[src/verilog/tai_pkg.sv]
// constants and types for the transceiver pin and rate configuration
package tai_pkg;
	localparam logic [5:0] IDX_CCA = 6'h1C;
	localparam logic [5:0] IDX_RSVD = 6'h1D;
	localparam logic [5:0] IDX_PINRATE = 6'h1E;
	localparam logic [5:0] IDX_REV = 6'h1F;
	localparam logic [5:0] IDX_LINK = 6'h20;
	localparam logic [5:0] IDX_STAT = 6'h21;
	localparam logic [7:0] CCA_RESET = 8'h00;
	localparam logic [7:0] PINRATE_RESET = 8'h09;
	localparam logic [5:0] LINK_RESET = 6'h00;
	localparam int CCA_SD_BAUD = 2;
	localparam int CCA_CS_BAUD = 1;
	localparam int CCA_RSSI = 0;
	localparam int PR_ANT_FN = 7;
	localparam int PR_TXD_FN = 6;
	localparam int PR_CMD_FN = 5;
	localparam logic [7:0] PR_RSVD_MASK = 8'h10;
	localparam int PR_EXT_TXC = 3;
	localparam int PR_RATE_MSB = 2;
	localparam int PR_RATE_LSB = 0;
	localparam int LC_FAST = 0;
	localparam int LC_ANT_EN = 1;
	localparam int LC_TXD_EN = 2;
	localparam int LC_CMD_EN = 3;
	localparam int LC_SW_EN = 4;
	localparam int LC_RX_EN = 5;
	localparam logic [11:0] RATIO_20 = 12'h014;
	localparam logic [11:0] RATIO_40 = 12'h028;
	localparam logic [11:0] RATIO_80 = 12'h050;
	localparam logic [11:0] RATIO_160 = 12'h0A0;
	localparam logic [11:0] RATIO_200 = 12'h0C8;
	localparam logic [11:0] RATIO_400 = 12'h190;
	localparam logic [11:0] RATIO_2000 = 12'h7D0;
	localparam logic [11:0] RATIO_4000 = 12'hFA0;
	localparam logic [4:0] OVERSAMPLE = 5'h14;
	localparam logic [4:0] PHASE_LAST = OVERSAMPLE - 5'h01;
	localparam logic [4:0] TXC_HIGH = 5'h0A;
	localparam logic [4:0] PREFILL = 5'h08;
	localparam logic [4:0] FIFO_DEPTH = 5'h10;

	typedef enum logic [1:0] {EB_IDLE, EB_FILL, EB_RUN} elastic_state_t;

	// zero marks a reserved code
	function automatic logic [11:0] rate_ratio(
		input logic [2:0] code,
		input logic fast
	);
		logic [11:0] r;
		r = 12'h000;
		case (code)
			3'h0: r = fast ? RATIO_20 : 12'h000;
			3'h1: r = fast ? RATIO_40 : RATIO_20;
			3'h2: r = fast ? RATIO_80 : RATIO_40;
			3'h3: r = fast ? RATIO_160 : RATIO_80;
			3'h5: r = fast ? RATIO_400 : RATIO_200;
			3'h6: r = fast ? RATIO_4000 : RATIO_2000;
			default: r = 12'h000;
		endcase
		return r;
	endfunction : rate_ratio
endpackage : tai_pkg

[src/verilog/tai_rate_pin_config.sv]
// transceiver pin function, data-rate divider and revision register bank
// Operation
// - baud-use set: stop-diversity count feeds decision
// - baud-use clear: stop-diversity count ignored
// - carrier baud count gated into channel assessment
// - signal-strength compare feeds both decisions
// - antenna pin from function, enable, switch, strap
// - data pin from function, enable, strap
// - command pin from function, enable, receive, strap
// - internal clock: tx clock pin drives divided clock
// - external clock: pin paces, elastic FIFO inserted
// - external clock delays first data eight bits
// - slow input clock rate codes and divisors
// - fast input clock rate codes and divisors
// - DPLL tick at twenty times bit rate
// - transmit strobe at selected bit rate
// - read-only revision byte
`timescale 1ns/100ps
`default_nettype none
module tai_rate_pin_config #(
	// arbitrary value, replace per silicon revision
	parameter logic [7:0] REVISION = 8'h5A
) (
	input wire logic core_clk,
	input wire logic nrst,
	input wire logic ce,
	input wire logic psel,
	input wire logic penable,
	input wire logic pwrite,
	input wire logic [7:0] paddr,
	input wire logic [31:0] pwdata,
	output logic [31:0] prdata,
	output logic pready,
	output logic pslverr,
	input wire logic baud_stop_div_hit,
	input wire logic baud_carrier_hit,
	input wire logic rssi_above_floor,
	output logic stop_div_term,
	output logic cca_term,
	input wire logic diversity_antenna,
	input wire logic transmit_start_bit,
	input wire logic tx_data_bit,
	input wire logic tx_command_level,
	input wire logic receive_active,
	output logic dpll_clock_tick,
	output logic tx_bit_strobe,
	input wire logic bus_mode_strap,
	output logic antenna_select_pin_n_o,
	output logic antenna_select_pin_oe,
	output logic tx_serial_data_pin_n_o,
	output logic tx_serial_data_pin_oe,
	output logic tx_command_pin_o,
	output logic tx_command_pin_oe,
	input wire logic tx_clock_pin_i,
	output logic tx_clock_pin_o,
	output logic tx_clock_pin_oe
);
	typedef struct packed {
		logic [1:0] rst_q;
		logic [1:0] strap_q;
		logic [2:0] txc_q;
		logic [7:0] cca;
		logic [7:0] pin_rate;
		logic [5:0] lc;
		logic [7:0] rdata;
		logic [7:0] fine;
		logic [4:0] phase;
		logic dtick;
		logic btick;
		logic txc_o;
		tai_pkg::elastic_state_t eb;
		logic [15:0] fifo;
		logic [3:0] wr;
		logic [3:0] rd;
		logic [4:0] level;
		logic ser;
		logic stop;
		logic cca_o;
		logic ant_o;
		logic ant_oe;
		logic txd_o;
		logic txd_oe;
		logic cmd_o;
		logic cmd_oe;
		logic [11:0] gap;
		logic gap_ok;
		logic [4:0] dcnt;
	} state_t;

	localparam state_t S_RST = '{
		cca: tai_pkg::CCA_RESET,
		pin_rate: tai_pkg::PINRATE_RESET,
		lc: tai_pkg::LINK_RESET,
		eb: tai_pkg::EB_IDLE,
		default: '0
	};

	state_t s;
	state_t n;
	logic [5:0] idx;
	logic aligned;
	logic wr_acc;
	logic hit;
	logic [7:0] rd_val;
	logic [2:0] code;
	logic ext;
	logic fast;
	logic pcm;
	logic [11:0] ratio;
	logic [11:0] div_w;
	logic [7:0] div;
	logic rsv;
	logic edge_ext;
	logic push;
	logic pop;

	assign idx = paddr[7:2];
	assign aligned = (paddr[1:0] == 2'h0);
	assign wr_acc = psel && penable && pwrite && hit;
	assign code = s.pin_rate[tai_pkg::PR_RATE_MSB:tai_pkg::PR_RATE_LSB];
	assign ext = s.pin_rate[tai_pkg::PR_EXT_TXC];
	assign fast = s.lc[tai_pkg::LC_FAST];
	assign pcm = s.strap_q[1];
	assign ratio = tai_pkg::rate_ratio(code, fast);
	assign div_w = ratio / {7'h00, tai_pkg::OVERSAMPLE};
	assign div = div_w[7:0];
	assign rsv = (ratio == 12'h000);
	// synchronised edge of the far-end clock; first stage is left alone
	assign edge_ext = s.txc_q[1] && !s.txc_q[2];

	// zero-wait slave: every transfer completes in its access cycle
	assign pready = 1'b1;
	assign pslverr = psel && penable && !hit;
	assign prdata = {24'h000000, s.rdata};

	always_comb begin
		hit = aligned;
		rd_val = 8'h00;
		if (idx == tai_pkg::IDX_CCA) begin
			rd_val = s.cca;
		end else if (idx == tai_pkg::IDX_RSVD) begin
			rd_val = 8'h00;
		end else if (idx == tai_pkg::IDX_PINRATE) begin
			rd_val = s.pin_rate;
		end else if (idx == tai_pkg::IDX_REV) begin
			rd_val = REVISION;
		end else if (idx == tai_pkg::IDX_LINK) begin
			rd_val = {2'h0, s.lc};
		end else if (idx == tai_pkg::IDX_STAT) begin
			rd_val = {1'b0, s.level, pcm, rsv};
		end else begin
			hit = 1'b0;
		end
		if (!aligned) begin
			rd_val = 8'h00;
		end
	end

	always_comb begin
		n = s;
		push = 1'b0;
		pop = 1'b0;
		n.strap_q = {s.strap_q[0], bus_mode_strap};
		n.txc_q = {s.txc_q[1:0], tx_clock_pin_i};
		n.dtick = 1'b0;
		n.btick = 1'b0;
		// captured in setup so read data leaves a flop
		if (psel && !penable) begin
			n.rdata = rd_val;
		end
		if (wr_acc) begin
			if (idx == tai_pkg::IDX_CCA) begin
				n.cca = pwdata[7:0];
			end else if (idx == tai_pkg::IDX_PINRATE) begin
				n.pin_rate = pwdata[7:0] & ~tai_pkg::PR_RSVD_MASK;
			end else if (idx == tai_pkg::IDX_LINK) begin
				n.lc = pwdata[5:0];
			end
		end

		// reserved codes park the divider rather than guess a rate
		if (rsv) begin
			n.fine = 8'h00;
			n.phase = 5'h00;
		end else if (s.fine >= div - 8'h01) begin
			n.fine = 8'h00;
			n.dtick = 1'b1;
			if (s.phase == tai_pkg::PHASE_LAST) begin
				n.phase = 5'h00;
				n.btick = 1'b1;
			end else begin
				n.phase = s.phase + 5'h01;
			end
		end else begin
			n.fine = s.fine + 8'h01;
		end
		n.txc_o = !rsv && (s.phase < tai_pkg::TXC_HIGH);

		// elastic buffer, only in the path when the pin paces transmit
		if (!ext || !transmit_start_bit) begin
			n.eb = tai_pkg::EB_IDLE;
			n.wr = 4'h0;
			n.rd = 4'h0;
			n.level = 5'h00;
		end else begin
			case (s.eb)
				tai_pkg::EB_IDLE: begin
					n.eb = tai_pkg::EB_FILL;
				end
				tai_pkg::EB_FILL: begin
					if (s.level == tai_pkg::PREFILL) begin
						n.eb = tai_pkg::EB_RUN;
					end
				end
				tai_pkg::EB_RUN: begin
					pop = edge_ext && (s.level != 5'h00);
				end
				default: begin
					n.eb = tai_pkg::EB_IDLE;
				end
			endcase
			// overflow drops the newest bit; the far clock is too slow
			push = s.btick && (s.eb != tai_pkg::EB_IDLE)
				&& (s.level < tai_pkg::FIFO_DEPTH);
			if (push) begin
				n.fifo[s.wr] = tx_data_bit;
				n.wr = s.wr + 4'h1;
			end
			if (pop) begin
				n.rd = s.rd + 4'h1;
			end
			if (push && !pop) begin
				n.level = s.level + 5'h01;
			end else if (pop && !push) begin
				n.level = s.level - 5'h01;
			end
		end
		if (!ext) begin
			if (s.btick) begin
				n.ser = tx_data_bit;
			end
		end else if (pop) begin
			n.ser = s.fifo[s.rd];
		end

		n.stop = (s.cca[tai_pkg::CCA_SD_BAUD] && baud_stop_div_hit)
			|| (s.cca[tai_pkg::CCA_RSSI] && rssi_above_floor);
		n.cca_o = (s.cca[tai_pkg::CCA_CS_BAUD] && baud_carrier_hit)
			|| (s.cca[tai_pkg::CCA_RSSI] && rssi_above_floor);

		// with the strap set these pins are address lines, never driven
		n.ant_oe = !pcm && s.lc[tai_pkg::LC_ANT_EN];
		n.ant_o = !(s.pin_rate[tai_pkg::PR_ANT_FN]
			&& s.lc[tai_pkg::LC_SW_EN] && diversity_antenna);
		n.txd_oe = !pcm && s.lc[tai_pkg::LC_TXD_EN];
		n.txd_o = !(s.pin_rate[tai_pkg::PR_TXD_FN] && s.ser);
		n.cmd_oe = !pcm && s.lc[tai_pkg::LC_CMD_EN];
		if (!s.pin_rate[tai_pkg::PR_CMD_FN]) begin
			n.cmd_o = 1'b0;
		end else if (s.lc[tai_pkg::LC_RX_EN]) begin
			n.cmd_o = receive_active;
		end else begin
			n.cmd_o = tx_command_level;
		end

		n.gap = s.btick ? 12'h001 : s.gap + 12'h001;
		n.dcnt = s.btick ? 5'h00 : s.dcnt + {4'h0, s.dtick};
		if (wr_acc || rsv) begin
			n.gap_ok = 1'b0;
		end else if (s.btick) begin
			n.gap_ok = 1'b1;
		end

		if (!s.rst_q[1]) begin
			n = S_RST;
			n.strap_q = s.strap_q;
		end
		n.rst_q = {s.rst_q[0], 1'b1};
	end

	// reset release keeps moving while ce is low, so ce cannot hold reset
	always_ff @(posedge core_clk or negedge nrst) begin
		if (!nrst) begin
			s <= S_RST;
		end else if (ce) begin
			s <= n;
		end else begin
			s.rst_q <= n.rst_q;
		end
	end

	assign stop_div_term = s.stop;
	assign cca_term = s.cca_o;
	assign dpll_clock_tick = s.dtick;
	assign tx_bit_strobe = s.btick;
	assign antenna_select_pin_n_o = s.ant_o;
	assign antenna_select_pin_oe = s.ant_oe;
	assign tx_serial_data_pin_n_o = s.txd_o;
	assign tx_serial_data_pin_oe = s.txd_oe;
	assign tx_command_pin_o = s.cmd_o;
	assign tx_command_pin_oe = s.cmd_oe;
	assign tx_clock_pin_o = s.txc_o;
	assign tx_clock_pin_oe = !ext;
endmodule : tai_rate_pin_config
`default_nettype wire

[config.mk]
export PLATFORM = sky130hd
export DESIGN_NAME = tai_rate_pin_config
export DESIGN_NICKNAME = d
export VERILOG_FILES = /design/src/verilog/tai_pkg.sv /design/src/verilog/tai_rate_pin_config.sv
export SDC_FILE = /design/constraint.sdc
export NUM_CORES = 1
export LEC_CHECK = 0
export ABC_AREA = 0
export BUFFER_PORTS_ARGS = -buffer_cell sky130_fd_sc_hd__buf_4
export CAP_MARGIN = 20
export CORE_ASPECT_RATIO = 0.8
export CORE_MARGIN = 2
export CORE_UTILIZATION = 52
export CTS_BUF_LIST = sky130_fd_sc_hd__clkbuf_4 sky130_fd_sc_hd__clkbuf_8
export CTS_CLUSTER_DIAMETER = 30
export DETAILED_ROUTE_END_ITERATION = 7
export GPL_ROUTABILITY_DRIVEN = 0
export PLACE_DENSITY = 0.78
export SYNTH_ARGS = -nofsm -noshare
export SYNTH_HDL_FRONTEND = slang
export SYNTH_SLANG_ARGS = --single-unit
[constraint.sdc]
create_clock -name core_clk -period 3.5 [get_ports core_clk]
set_clock_uncertainty 0.1 [all_clocks]
set_input_delay 0.7 -clock core_clk [delete_from_list [all_inputs] [get_ports core_clk]]
set_output_delay 0.7 -clock core_clk [all_outputs]
set_load 0.02 [all_outputs]
# Word-level counts from Yosys, hierarchy flattened
# Cells that the tools add are included.
[op_classes]
addsub = 9
n_div = 1
magnitude_cmp = 6
eq_ne = 32
n_mux = 60
reduce_logical = 55
[op_table]
columns = ["cell", "count"]
rows = [
  ["107-bit two-way mux", 1],
  ["8-bit two-way mux", 9],
  ["12-bit case mux with 6 select lines", 1],
  ["7-bit two-way mux", 5],
  ["13-bit two-way mux", 2],
  ["5-bit two-way mux", 5],
  ["6-bit by 5-bit equality test with 1-bit output, second input constant", 4],
  ["12-bit two-way mux", 2],
  ["1-bit logical AND", 22],
  ["22-bit two-way mux", 1],
  ["20-bit two-way mux", 1],
  ["1-bit two-way mux", 19],
  ["6-bit two-way mux", 3],
  ["16-bit bitwise mux", 1],
  ["16-bit two-way mux", 1],
  ["14-bit two-way mux", 1],
  ["12-bit by 1-bit adder with 12-bit output, second input constant", 1],
  ["12-bit by 5-bit divider with 12-bit output, second input constant", 1],
  ["6-bit equality test, second input constant", 2],
  ["12-bit logical NOT", 1],
  ["2-bit by 1-bit inequality test with 1-bit output, second input constant", 6],
  ["2-bit AND reduction", 6],
  ["3-bit AND reduction", 4],
  ["1-bit logical NOT", 11],
  ["other kinds (37)", 53],
]
[word_totals]
reg_bits = 110
out_inout_bits = 46

# Longest topological paths before layout
# Gate-level depths: netlist of the first run.
[logic_depth]
word_depth = 12
mapped_depth = 16
depth_no_buf = 14

# Least setup slack after synthesis of the first run
# OpenSTA, ideal clock, no wires.
[synth_timing]
path_kind = "register -> register"
startpoint = "register s (netlist bit fast)"
endpoint = "register s[62] (netlist bit)"
setup_time_ps = 122
arrival_time_ps = 3116
t_required_ps = 3278
setup_slack_ps = 162
path_stages_with_launch = 17
n_path_buf = 2
period_less_slack_ps = 3338
path_cell_list = "dfrtp_1 clkbuf_1 nor2_1 nand2_1 nand2_1 o21ai_0 ha_1 mux2_2 a32oi_1 ha_1 a211oi_1 nor2_1 a2111oi_2 or2_2 buf_2 nor2_1 a32o_1"
[synth_between]
elab_chain_len = 7
elab_cells_between_ends = 15
cone_classes = "add/sub (1); div (1); order compare (1); eq/ne (1); mux (9); reduce/logical (2)"
[synth_rtl]
columns = ["element", "line", "rtl"]
rows = [
  ["start: declaration", "tai_rate_pin_config.sv:98", "state_t s;"],
  ["start signal: assignment", "tai_rate_pin_config.sv:286", "s <= n;"],
  ["6-bit two-way mux, or another cell as far along", "tai_pkg.sv:53", "3'h1: r = fast ? RATIO_40 : RATIO_20;"],
  ["12-bit case mux with 6 select lines *", "tai_pkg.sv:51", "case (code)"],
  ["12-bit by 5-bit divider with 12-bit output", "tai_rate_pin_config.sv:125", "assign div_w = ratio / {7'h00, tai_pkg::OVERSAMPLE};"],
  ["8-bit by 1-bit subtractor with 8-bit output", "tai_rate_pin_config.sv:185", "end else if (s.fine >= div - 8'h01) begin"],
  ["8-bit >= comparator", "tai_rate_pin_config.sv:185", ""],
  ["3-bit by 1-bit inequality test with 1-bit output (no source line)", "-", ""],
  ["2-bit AND reduction (no source line)", "-", ""],
]
# Every way passes the cells marked *; elsewhere a longest branch is shown, timed or not.
# A chain may end at the register's enable or synchronous reset.

# Worst setup path after layout of the first run
[layout_timing]
startpoint = "register s (netlist bit code[0])"
endpoint = "register s[62] (netlist bit)"
[layout_between]
elab_chain_len = 7
elab_cells_between_ends = 15
cone_classes = "add/sub (1); div (1); order compare (1); eq/ne (6); mux (3); reduce/logical (3)"
[layout_rtl]
columns = ["element", "line"]
rows = [
  ["3-bit equality test, or another cell as far along", "tai_pkg.sv:51"],
  ["12-bit case mux with 6 select lines *", "tai_pkg.sv:51"],
  ["12-bit by 5-bit divider with 12-bit output", "tai_rate_pin_config.sv:125"],
  ["8-bit by 1-bit subtractor with 8-bit output", "tai_rate_pin_config.sv:185"],
  ["8-bit >= comparator", "tai_rate_pin_config.sv:185"],
  ["3-bit by 1-bit inequality test with 1-bit output (no source line)", "-"],
  ["2-bit AND reduction (no source line)", "-"],
]
# Marks and branches as above.

==> flow_metrics.env, run 1 <==
export IMPL_status="completed"
export IMPL_placed_cells=739
export IMPL_crit_arrival_ns=3.53
export IMPL_track_usage_pct=24.07
export IMPL_r2r_start="code[0]"
export IMPL_syn2layout_area_growth_pct=12.21
export IMPL_critical_path_required_ns=3.65
export IMPL_startpoint_type="register"
export IMPL_synth_seq_cells=92
export IMPL_synthArstFlopShare_pct=100.0
export IMPL_multiInputGateArea_sq_mm=0.002880
export IMPL_critPathKind="reg -> reg"
export IMPL_r2r_end="s[62]"
export IMPL_layout_area_seq_sq_mm=0.002305
export IMPL_hpwlAfterDp_mm=9.719
export IMPL_diodes=0
export IMPL_drv_slew=0
export IMPL_crit_chain="nand3b_1 > nand2_1 > o21ai_1 > ha_2 > mux2_2 > a32oi_2 > ha_1 > a211oi_2 > nor2_1 > a2111oi_4 > or2_4 > nor2_1 > a32o_1"
export IMPL_clock_sinks=92
export IMPL_antenna_found_initial=0
export IMPL_post_route_min_period_ns=3.380
export IMPL_fin_cells=757
export IMPL_pwr_density_cell_mw_per_mm2=364.0
export IMPL_seq_area_frac_synth_pct=41.96
export IMPL_die_w_microns=118.9
export IMPL_nets=689
export IMPL_largest_reg_flops=66
export IMPL_endpoint_kind="register"
export IMPL_vdd_drop_max_mv=0.2477
export IMPL_critPathLaunch="code[0]"
export IMPL_synth_cell_area_sq_mm=0.005493
export IMPL_grt_ovfl_total=0
export IMPL_io_buffers=52
export IMPL_rr_worst_depth=13
export IMPL_finalSetupViolCount=0
export IMPL_n_fill_cell=845
export IMPL_r2r_slack_ns=0.12
export IMPL_drc_errors=0
export IMPL_maxCapViolations=0
export IMPL_synthDominantCellAreaShare_pct=41.00
export IMPL_finalCritPeriodShare_pct=96.56
export IMPL_grt_max_degree=58
export IMPL_synth_cell_types=67
export IMPL_design_area_sq_mm=0.006163
export IMPL_avgSynthCellArea_sq_um=9.620
export IMPL_leakage_nw=2.806
export IMPL_floorplan_rows=33
export IMPL_dieArea_sq_mm=0.01141
export IMPL_yosys_top_cells_area="dfrtp_1 41%, buf_4 4.6%, ha_1 4.6%, o21ai_0 4.5%, nand2_1 3.1%"
export IMPL_syn_inst=571
export IMPL_layout_common_cells="90 x dfrtp_1, 71 x buf_4, 47 x o21ai_0, 45 x nand2_1, 29 x nor2_1"
export IMPL_postRouteAntennaNets=0
export IMPL_root_buffer="clkbuf_8"
export IMPL_tightest_slew_ns=0.9495
export IMPL_cts_tree="done"
export IMPL_synth_edff_count=0
export IMPL_viasPerCell=6.020
export IMPL_fmax_mhz=295.9
export IMPL_cp_slowest_stage_delay_ns=0.68
export IMPL_power_total_mw=2.244
export IMPL_grt_pass1_vias=4337
export IMPL_cts_max_level=3
export IMPL_yosys_warnings=0
export IMPL_ys_dominant_reg_cell="dfrtp_1"
export IMPL_synth_top_area_cell="dfrtp_1"
export IMPL_largest_register="s"
export IMPL_clkTransAtPathRegs_ns=0.10
export IMPL_critical_path_max_fanout=8
export IMPL_maxSlewHeadroom_pct=36.28
export IMPL_start_util_pct=53.43
export IMPL_finalSetupTns_ns=0
export IMPL_clockBufferDepth=2
export IMPL_final_common_cell="dfrtp_1"
export IMPL_first_pass_iters=5
export IMPL_cp_common_cell="nor2_1"
export IMPL_finalHoldViolations=0
export IMPL_hold_buffers=0
export IMPL_cts_buffers=9
export IMPL_routed_wl_mm=13.44
export IMPL_dpl_cell_area_sq_mm=0.005901
export IMPL_wl_per_cell_microns=17.75
export IMPL_core_area_sq_mm=0.01028
export IMPL_ios=102
export IMPL_die_h_microns=95.93
export IMPL_first_iter_violations=378
export IMPL_slowest_stage="dfstp_2"
export IMPL_insertion_delay_ns=0.37
export IMPL_cp_endpoint="s[62]"
export IMPL_vias=4557
export IMPL_grt_pass1_wl_mm=21.63
export IMPL_hp_class="in -> async"
export IMPL_final_layout_size_suffix_gt1_share_pct=22.37
[where the power goes]
part	total, mW	internal [mW]	switching (mW)
Sequential	1.16	1.11	0.0511
Combinational	0.418	0.163	0.254
Clock	0.664	0.288	0.376
Total	2.24	1.56	0.682
[cell type report]
class	count	share of cell area, %
Sequential cell	92	37.39
Timing Repair Buffer	71	8.648
Clock inverter	5	0.6293
Tap cell	140	2.842
Clock buffer	11	2.355
Inverter	23	1.401
Multi-Input combinational cell	415	46.73
[through the flow]
stage               setup slack, ns  hold WS [ns]  util (%)
detailed placement          0.07667        0.2426     57.39
global route               -0.05306        0.2693     59.95
global placement             0.1506        0.2333     57.39
finish                       0.1203        0.2550     59.95
floorplan                    0.1624        0.2312         -
CTS                         0.02646        0.2615     59.18
[cell families after synthesis]
kind of cell	share of synthesized area, %
XOR/XNOR	1.276
AND/OR/NAND/NOR	14.33
other	0.1367
AO/OA/AOI/OAI	24.62
buffers and inverters	8.405
multiplexers	4.169
adder cells (fa/ha/maj)	5.103
flip-flops	41.96
[synthesized netlist by cell type (3+ instances only)]
| cell | instances |
|---|---|
| a211oi_1 | 3 |
| a21bo_2 | 16 |
| a21o_1 | 3 |
| a21oi_1 | 22 |
| a22o_1 | 16 |
| a22oi_1 | 17 |
| a31oi_1 | 9 |
| a32o_1 | 5 |
| and3_1 | 5 |
| and4_1 | 3 |
| buf_1 | 5 |
| buf_2 | 3 |
| buf_4 | 34 |
| clkbuf_1 | 23 |
| dfrtp_1 | 90 |
| ha_1 | 20 |
| inv_1 | 23 |
| mux2_2 | 5 |
| mux2i_1 | 6 |
| mux4_2 | 5 |
| nand2_1 | 45 |
| nand2b_1 | 8 |
| nand3_1 | 15 |
| nand4_1 | 4 |
| nor2_1 | 31 |
| nor2b_1 | 8 |
| nor3_1 | 7 |
| nor4_1 | 4 |
| o211ai_1 | 4 |
| o21ai_0 | 49 |
| o21ai_1 | 3 |
| o22ai_1 | 12 |
| o2bb2ai_1 | 14 |
| o31ai_1 | 3 |
| xor2_1 | 6 |
[per-layer routing]
layer	wire length (microns)	part of all wire, %	up-vias	GRT usage (%)
met5	0	0	-	0
met2	6183	46	231	37.12
met1	5936	44	2178	34.34
met4	182	1.4	0	7.341
met3	1134	8.4	22	5.154
li1	-	-	2126	-
[worst min path at each step]
| stage | endpoint | cells after the start | from |
|---|---|---|---|
| 2_1_floorplan | s[110] | 0 | n[110] |
| 3_3_place_gp | s[110] | 0 | n[110] |
| 3_5_place_dp | s[110] | 0 | n[110] |
| 4_1_cts | s[110] | 0 | n[110] |
| 5_1_grt | s[110] | 0 | n[110] |
| 6_report | s[45] | 1 | nrst |
[worst max-delay path: cells and delay by family, from the launching register on]
family                   cells  cell delay [ns]
AO/OA/AOI/OAI                5             1.08
AND/OR/NAND/NOR              5             0.63
flip-flops                   1             0.68
multiplexers                 1             0.28
adder cells (fa/ha/maj)      2             0.50
[repair_timing]
item | 4_1_cts | 5_1_grt
buffers inserted | 0 | 2
resized for setup | 0 | 14
endpoints found under the hold margin | 0 | 0
endpoints found under the setup margin | 0 | 15
Note: power is estimated with default switching activity, not from simulation.
==> inputs of run 2 (changes only) <==
GPL_TIMING_DRIVEN = 0   (was default)
==> run 2 against run 1 <==
Against the previous run: sequential power barely moved; count of clock-buffer cells in the layout increased by 2; maximum frequency decreased by 0.57%; combinational power increased by 20%; core utilization grew 3.4 points; worst setup slack got worse by 0.019 ns; first-iteration DRC count up 29%; via count rose by 7.4%; clock power increased by 2%; critical path type unchanged; critical endpoint unchanged; largest cell class unchanged; highest routed layer unchanged.
==> flow_metrics.env, run 2 (synthesis gave the netlist of run 1 again) <==
export IMPL_status="completed"
export IMPL_io_buffers=50
export IMPL_fin_hold_ws_ns=0.1555
export IMPL_fmax_mhz=294.2
export IMPL_routed_wl_mm=15.03
export IMPL_cts_max_level=3
export IMPL_pwr_density_cell_mw_per_mm2=357.1
export IMPL_cp_slowest_stage_delay_ns=0.56
export IMPL_clock_sinks=92
export IMPL_die_h_microns=95.93
export IMPL_cts_tree="done"
export IMPL_crit_chain="buf_8 > nand3b_1 > nand2_2 > o21ai_2 > ha_2 > mux2_2 > a32oi_2 > ha_1 > a211oi_2 > nor2_1 > a2111oi_4 > or2_4 > nor2_2 > a32o_1"
export IMPL_fin_cells=808
export IMPL_comb_power_share_pct=21.5
export IMPL_drv_slew=0
export IMPL_p_switching_mw=0.7092
export IMPL_cts_buffers=9
export IMPL_final_common_cell="buf_4"
export IMPL_cp_top_family="compound AO/OA/AOI/OAI gates"
export IMPL_tightest_slew_ns=1.040
export IMPL_crit_arrival_ns=3.56
export IMPL_startpoint_type="register"
export IMPL_insertion_delay_ns=0.37
export IMPL_power_frac_clock_pct=29.2
export IMPL_grt_busiest_layer="met2"
export IMPL_leakage_nw=2.982
export IMPL_first_pass_iters=6
export IMPL_antenna_found_initial=0
export IMPL_vias=4895
export IMPL_endpoint_kind="register"
export IMPL_die_w_microns=118.9
export IMPL_n_fill_cell=849
export IMPL_wl_per_cell_microns=18.61
export IMPL_utilization_pct=63.37
export IMPL_finalSetupViolCount=0
export IMPL_intPower_mw=1.617
export IMPL_first_iter_violations=486
export IMPL_slowest_stage="dfstp_2"
export IMPL_largest_reg_flops=66
export IMPL_maxSlewHeadroom_pct=30.02
export IMPL_grt_ovfl_total=0
export IMPL_hp_class="in -> async"
export IMPL_place_ws_ns=-0.2894
export IMPL_grt_util_met3_pct=4.325
export IMPL_drc_errors=0
export IMPL_syn2layout_area_growth_pct=18.61
export IMPL_grt_max_degree=63
export IMPL_root_buffer="clkbuf_8"
export IMPL_final_layout_size_suffix_gt1_share_pct=26.20
export IMPL_finalCritPeriodShare_pct=97.12
export IMPL_core_area_sq_mm=0.01028
export IMPL_finalSetupTns_ns=0
export IMPL_start_util_pct=53.43
export IMPL_diodes=0
export IMPL_largest_register="s"
export IMPL_maxCapViolations=0
export IMPL_setup_ws_ns=0.1009
export IMPL_floorplan_rows=33
export IMPL_placed_cells=786
export IMPL_vdd_drop_max_mv=0.2771
export IMPL_met1_usage_pct=37.72
export IMPL_grt_pass1_vias=4588
export IMPL_critPathKind="reg -> reg"
export IMPL_postRouteAntennaNets=0
export IMPL_grt_pass1_wl_mm=23.94
export IMPL_dieArea_sq_mm=0.01141
export IMPL_ios=102
export IMPL_use_met2_pct=41.71
export IMPL_post_route_min_period_ns=3.399
export IMPL_viasPerCell=6.058
export IMPL_critical_path_max_fanout=8
export IMPL_layout_common_cells="93 x buf_4, 86 x dfrtp_1, 47 x o21ai_0, 43 x nand2_1, 28 x nor2_1"
export IMPL_critical_path_required_ns=3.66
export IMPL_clkTransAtPathRegs_ns=0.10
export IMPL_hpwlAfterDp_mm=10.69
export IMPL_track_usage_pct=26.72
export IMPL_seqPwrFrac_pct=49.3
export IMPL_critical_path_buf_inv_count=1
export IMPL_switching_share_pct=30.48
export IMPL_nets=740
export IMPL_finalHoldViolations=0
export IMPL_clockBufferDepth=2
-- run 2: per-layer routing --
| metal | wire length [microns] | vias to the layer above | part of all wire, % |
|---|---|---|---|
| met5 | 0 | - | 0 |
| met1 | 6849 | 2422 | 46 |
| met2 | 6840 | 220 | 45 |
| li1 | - | 2227 | - |
| met3 | 1021 | 26 | 6.8 |
| met4 | 322 | 0 | 2.1 |
-- run 2: metrics by stage --
| step | power (mW) | instance area, sq um |
|---|---|---|
| after floorplan | 1.438 | 5583 |
| after global placement | 1.573 | 6133 |
| after CTS | 2.297 | 6416 |
| final | 2.327 | 6515 |
| after global routing | 2.430 | 6515 |
| after detailed placement | 1.597 | 6161 |
-- run 2: final cells by class --
| type | instances | area [sq um] | area share, % |
|---|---|---|---|
| multi-input combinational | 415 | 2914 | 44.73 |
| tap | 140 | 175.2 | 2.689 |
| clock inverter | 3 | 22.52 | 0.3457 |
| inverter | 23 | 86.33 | 1.325 |
| clock buffer | 13 | 160.2 | 2.458 |
| timing repair buffer | 60 | 470.5 | 7.221 |
| buffer | 62 | 376.6 | 5.781 |
| sequential | 92 | 2310 | 35.45 |
-- run 2: worst reg2reg max path, cell delays in order (launching register included) --
cell	delay, ns
dfstp_2	0.56
buf_8	0.12
nand3b_1	0.13
nand2_2	0.11
o21ai_2	0.07
ha_2	0.21
mux2_2	0.27
a32oi_2	0.22
ha_1	0.29
a211oi_2	0.23
nor2_1	0.10
a2111oi_4	0.29
or2_4	0.25
nor2_2	0.07
a32o_1	0.26
-- run 2: power groups by stage --
stage / logic, mW / clock network [mW] / registers, mW
floorplan: 0.279 / 0 / 1.16
global placement: 0.413 / 0 / 1.16
detailed placement: 0.434 / 0 / 1.16
CTS: 0.464 / 0.691 / 1.14
global route: 0.545 / 0.734 / 1.15
finish: 0.501 / 0.680 / 1.15
-- run 2: repair_timing --
action	4_1_cts	5_1_grt
pin swaps	6	12
buffers inserted	3	6
cloned	0	0
gates resized for setup	12	20
setup endpoints to repair	16	16
hold buffers	0	0
-- run 2: worst paths after layout --
kind	start	to	slack, ns	cells past startpoint
worst min-delay path	nrst	s[50]	0.16	1
max in group asynchronous	nrst	ext	2.45	2
min in group core_clk	n[110]	s[110]	0.25	0
worst max register to register	code[0]	s[62]	0.10	14
worst max-delay path	code[0]	s[62]	0.10	14
worst min register to register	n[110]	s[110]	0.25	0
==> inputs of run 3 (changes only) <==
CORE_UTILIZATION = 62   (was 52)
PLACE_DENSITY = 0.88   (was 0.78)
clock period = 4.2 ns   (was 3.5 ns; I/O delays follow)
==> run 3 against run 2 <==
Against the previous run: critical path depth rose by 2; cell area fell by 2.6%; register-to-register slack improved by 0.25 ns; sequential share of layout area rose by 0.86 points; worst hold slack improved by 0.081 ns; routed wire length fell by 4.5%; via count rose by 0.25%; non-clock buffer count fell by 6; largest cell class unchanged.
==> flow_metrics.env, run 3 (synthesis gave the netlist of run 1 again) <==
export IMPL_status="completed"
export IMPL_ios=102
export IMPL_grt_pass1_wl_mm=23.00
export IMPL_floorplan_rows=30
export IMPL_critical_path_required_ns=4.36
export IMPL_drv_slew=0
export IMPL_dieArea_sq_mm=0.009633
export IMPL_post_route_min_period_ns=3.846
export IMPL_n_fill_cell=620
export IMPL_syn2layout_area_growth_pct=15.54
export IMPL_vdd_drop_max_mv=0.2561
export IMPL_cp_common_cell="nor2_1"
export IMPL_switching_share_pct=29.77
export IMPL_grt_max_degree=75
export IMPL_critPathKind="reg -> reg"
export IMPL_slowest_stage="dfrtp_1"
export IMPL_vias=4907
export IMPL_drc_errors=0
export IMPL_postRouteAntennaNets=0
export IMPL_r2r_start="fast"
export IMPL_io_buffers=50
export IMPL_die_w_microns=109.2
export IMPL_intPower_mw=1.393
export IMPL_grt_busiest_layer="met2"
export IMPL_p_switching_mw=0.5904
export IMPL_finalSetupViolCount=0
export IMPL_use_met2_pct=48.33
export IMPL_critical_path_max_fanout=10
export IMPL_die_h_microns=88.19
export IMPL_post_cts_resize_count=0
export IMPL_fin_cells=774
export IMPL_maxSlewHeadroom_pct=34.42
export IMPL_diodes=0
export IMPL_finalCritPeriodShare_pct=91.57
export IMPL_antenna_found_initial=0
export IMPL_finalSetupTns_ns=0
export IMPL_hpwlAfterDp_mm=10.36
export IMPL_nets=734
export IMPL_rr_worst_depth=16
export IMPL_final_layout_size_suffix_gt1_share_pct=22.05
export IMPL_startpoint_type="register"
export IMPL_largest_register="s"
export IMPL_viasPerCell=6.340
export IMPL_grt_pass1_vias=4570
export IMPL_clockBufferDepth=2
export IMPL_grt_ovfl_total=0
export IMPL_hold_buffers=0
export IMPL_clkTransAtPathRegs_ns=0.09
export IMPL_placed_cells=758
export IMPL_cts_buffers=9
export IMPL_seqPwrFrac_pct=48.1
export IMPL_core_area_sq_mm=0.008558
export IMPL_comb_power_share_pct=18.9
export IMPL_crit_chain="clkbuf_1 > nor2_1 > nand2_1 > nand2_1 > o21ai_0 > ha_1 > mux2_2 > a32oi_1 > ha_1 > a211oi_1 > nor2_1 > a2111oi_2 > or2_2 > buf_2 > nor2_1 > a32o_1"
export IMPL_track_usage_pct=31.29
export IMPL_grt_util_met3_pct=9.301
export IMPL_first_iter_violations=654
export IMPL_routed_wl_mm=14.36
export IMPL_first_pass_iters=5
export IMPL_cts_tree="done"
export IMPL_pwr_density_cell_mw_per_mm2=312.5
export IMPL_clock_sinks=92
export IMPL_r2r_slack_ns=0.35
export IMPL_insertion_delay_ns=0.38
export IMPL_layout_common_cells="90 x dfrtp_1, 84 x buf_4, 49 x o21ai_0, 45 x nand2_1, 31 x nor2_1"
export IMPL_largest_reg_flops=66
export IMPL_final_common_cell="dfrtp_1"
export IMPL_power_total_mw=1.983
export IMPL_multiInputGateArea_sq_mm=0.002816
export IMPL_cts_setup_buffers=0
export IMPL_met1_usage_pct=43.00
export IMPL_leakage_nw=2.949
export IMPL_maxCapViolations=0
export IMPL_fmax_mhz=260.0
export IMPL_tightest_slew_ns=0.9747
export IMPL_start_util_pct=64.18
export IMPL_root_buffer="clkbuf_8"
export IMPL_r2r_end="s[62]"
export IMPL_cts_max_level=3
export IMPL_grt_setup_unrepaired="false"
export IMPL_layout_area_seq_sq_mm=0.002305
export IMPL_wl_per_cell_microns=18.55
export IMPL_hp_class="in -> async"
export IMPL_finalHoldViolations=0
export IMPL_crit_arrival_ns=4.01
export IMPL_power_frac_clock_pct=33.1
export IMPL_utilization_pct=74.15
export IMPL_cp_slowest_stage_delay_ns=0.37
export IMPL_endpoint_kind="register"
run 3: worst max-delay path, delay by kind of cell (launching register included):
family / cells / cell delay (ns)
flops: 1 / 0.37
fa+ha+maj: 2 / 0.57
compound gates: 5 / 1.09
simple gates: 6 / 0.93
mux: 1 / 0.28
buf+inv: 2 / 0.39
run 3: area by class of cell:
cell class | count | area share (%)
inverter | 23 | 1.360
buffer | 65 | 5.915
sequential | 92 | 36.32
tap | 112 | 2.208
timing repair buffer | 51 | 6.349
clock buffer | 12 | 2.603
clock inverter | 4 | 0.8675
multi-input combinational | 415 | 44.38
run 3: worst max path at each step:
stage,start,end,slack (ns)
after detailed placement,fast,s[62],0.45
after CTS,fast,s[62],0.37
after global routing,fast,s[62],0.04
final,fast,s[62],0.35
after global placement,fast,s[62],0.55
after floorplan,fast,s[62],0.86
run 3: stage by stage:
stage,instance area (sq um),setup slack (ns),hold WS (ns)
floorplan,5583,0.8624,0.2312
global placement,6098,0.5462,0.2340
detailed placement,6126,0.4522,0.2557
CTS,6346,0.3733,0.2347
global route,6346,0.03549,0.2454
finish,6346,0.3542,0.2369
run 3: power by group through the flow:
stage               registers, mW  logic, mW  clock network, mW
finish                      0.953      0.374              0.656
global route                0.957      0.407              0.695
CTS                         0.952      0.365              0.660
detailed placement          0.969      0.361                  0
global placement            0.966      0.341                  0
floorplan                   0.966      0.232                  0
run 3: per-layer routing:
metal	part of all wire, %	wire length, microns
met4	2.1	296
met2	46	6590
met5	0	0
met3	11	1527
met1	41	5941
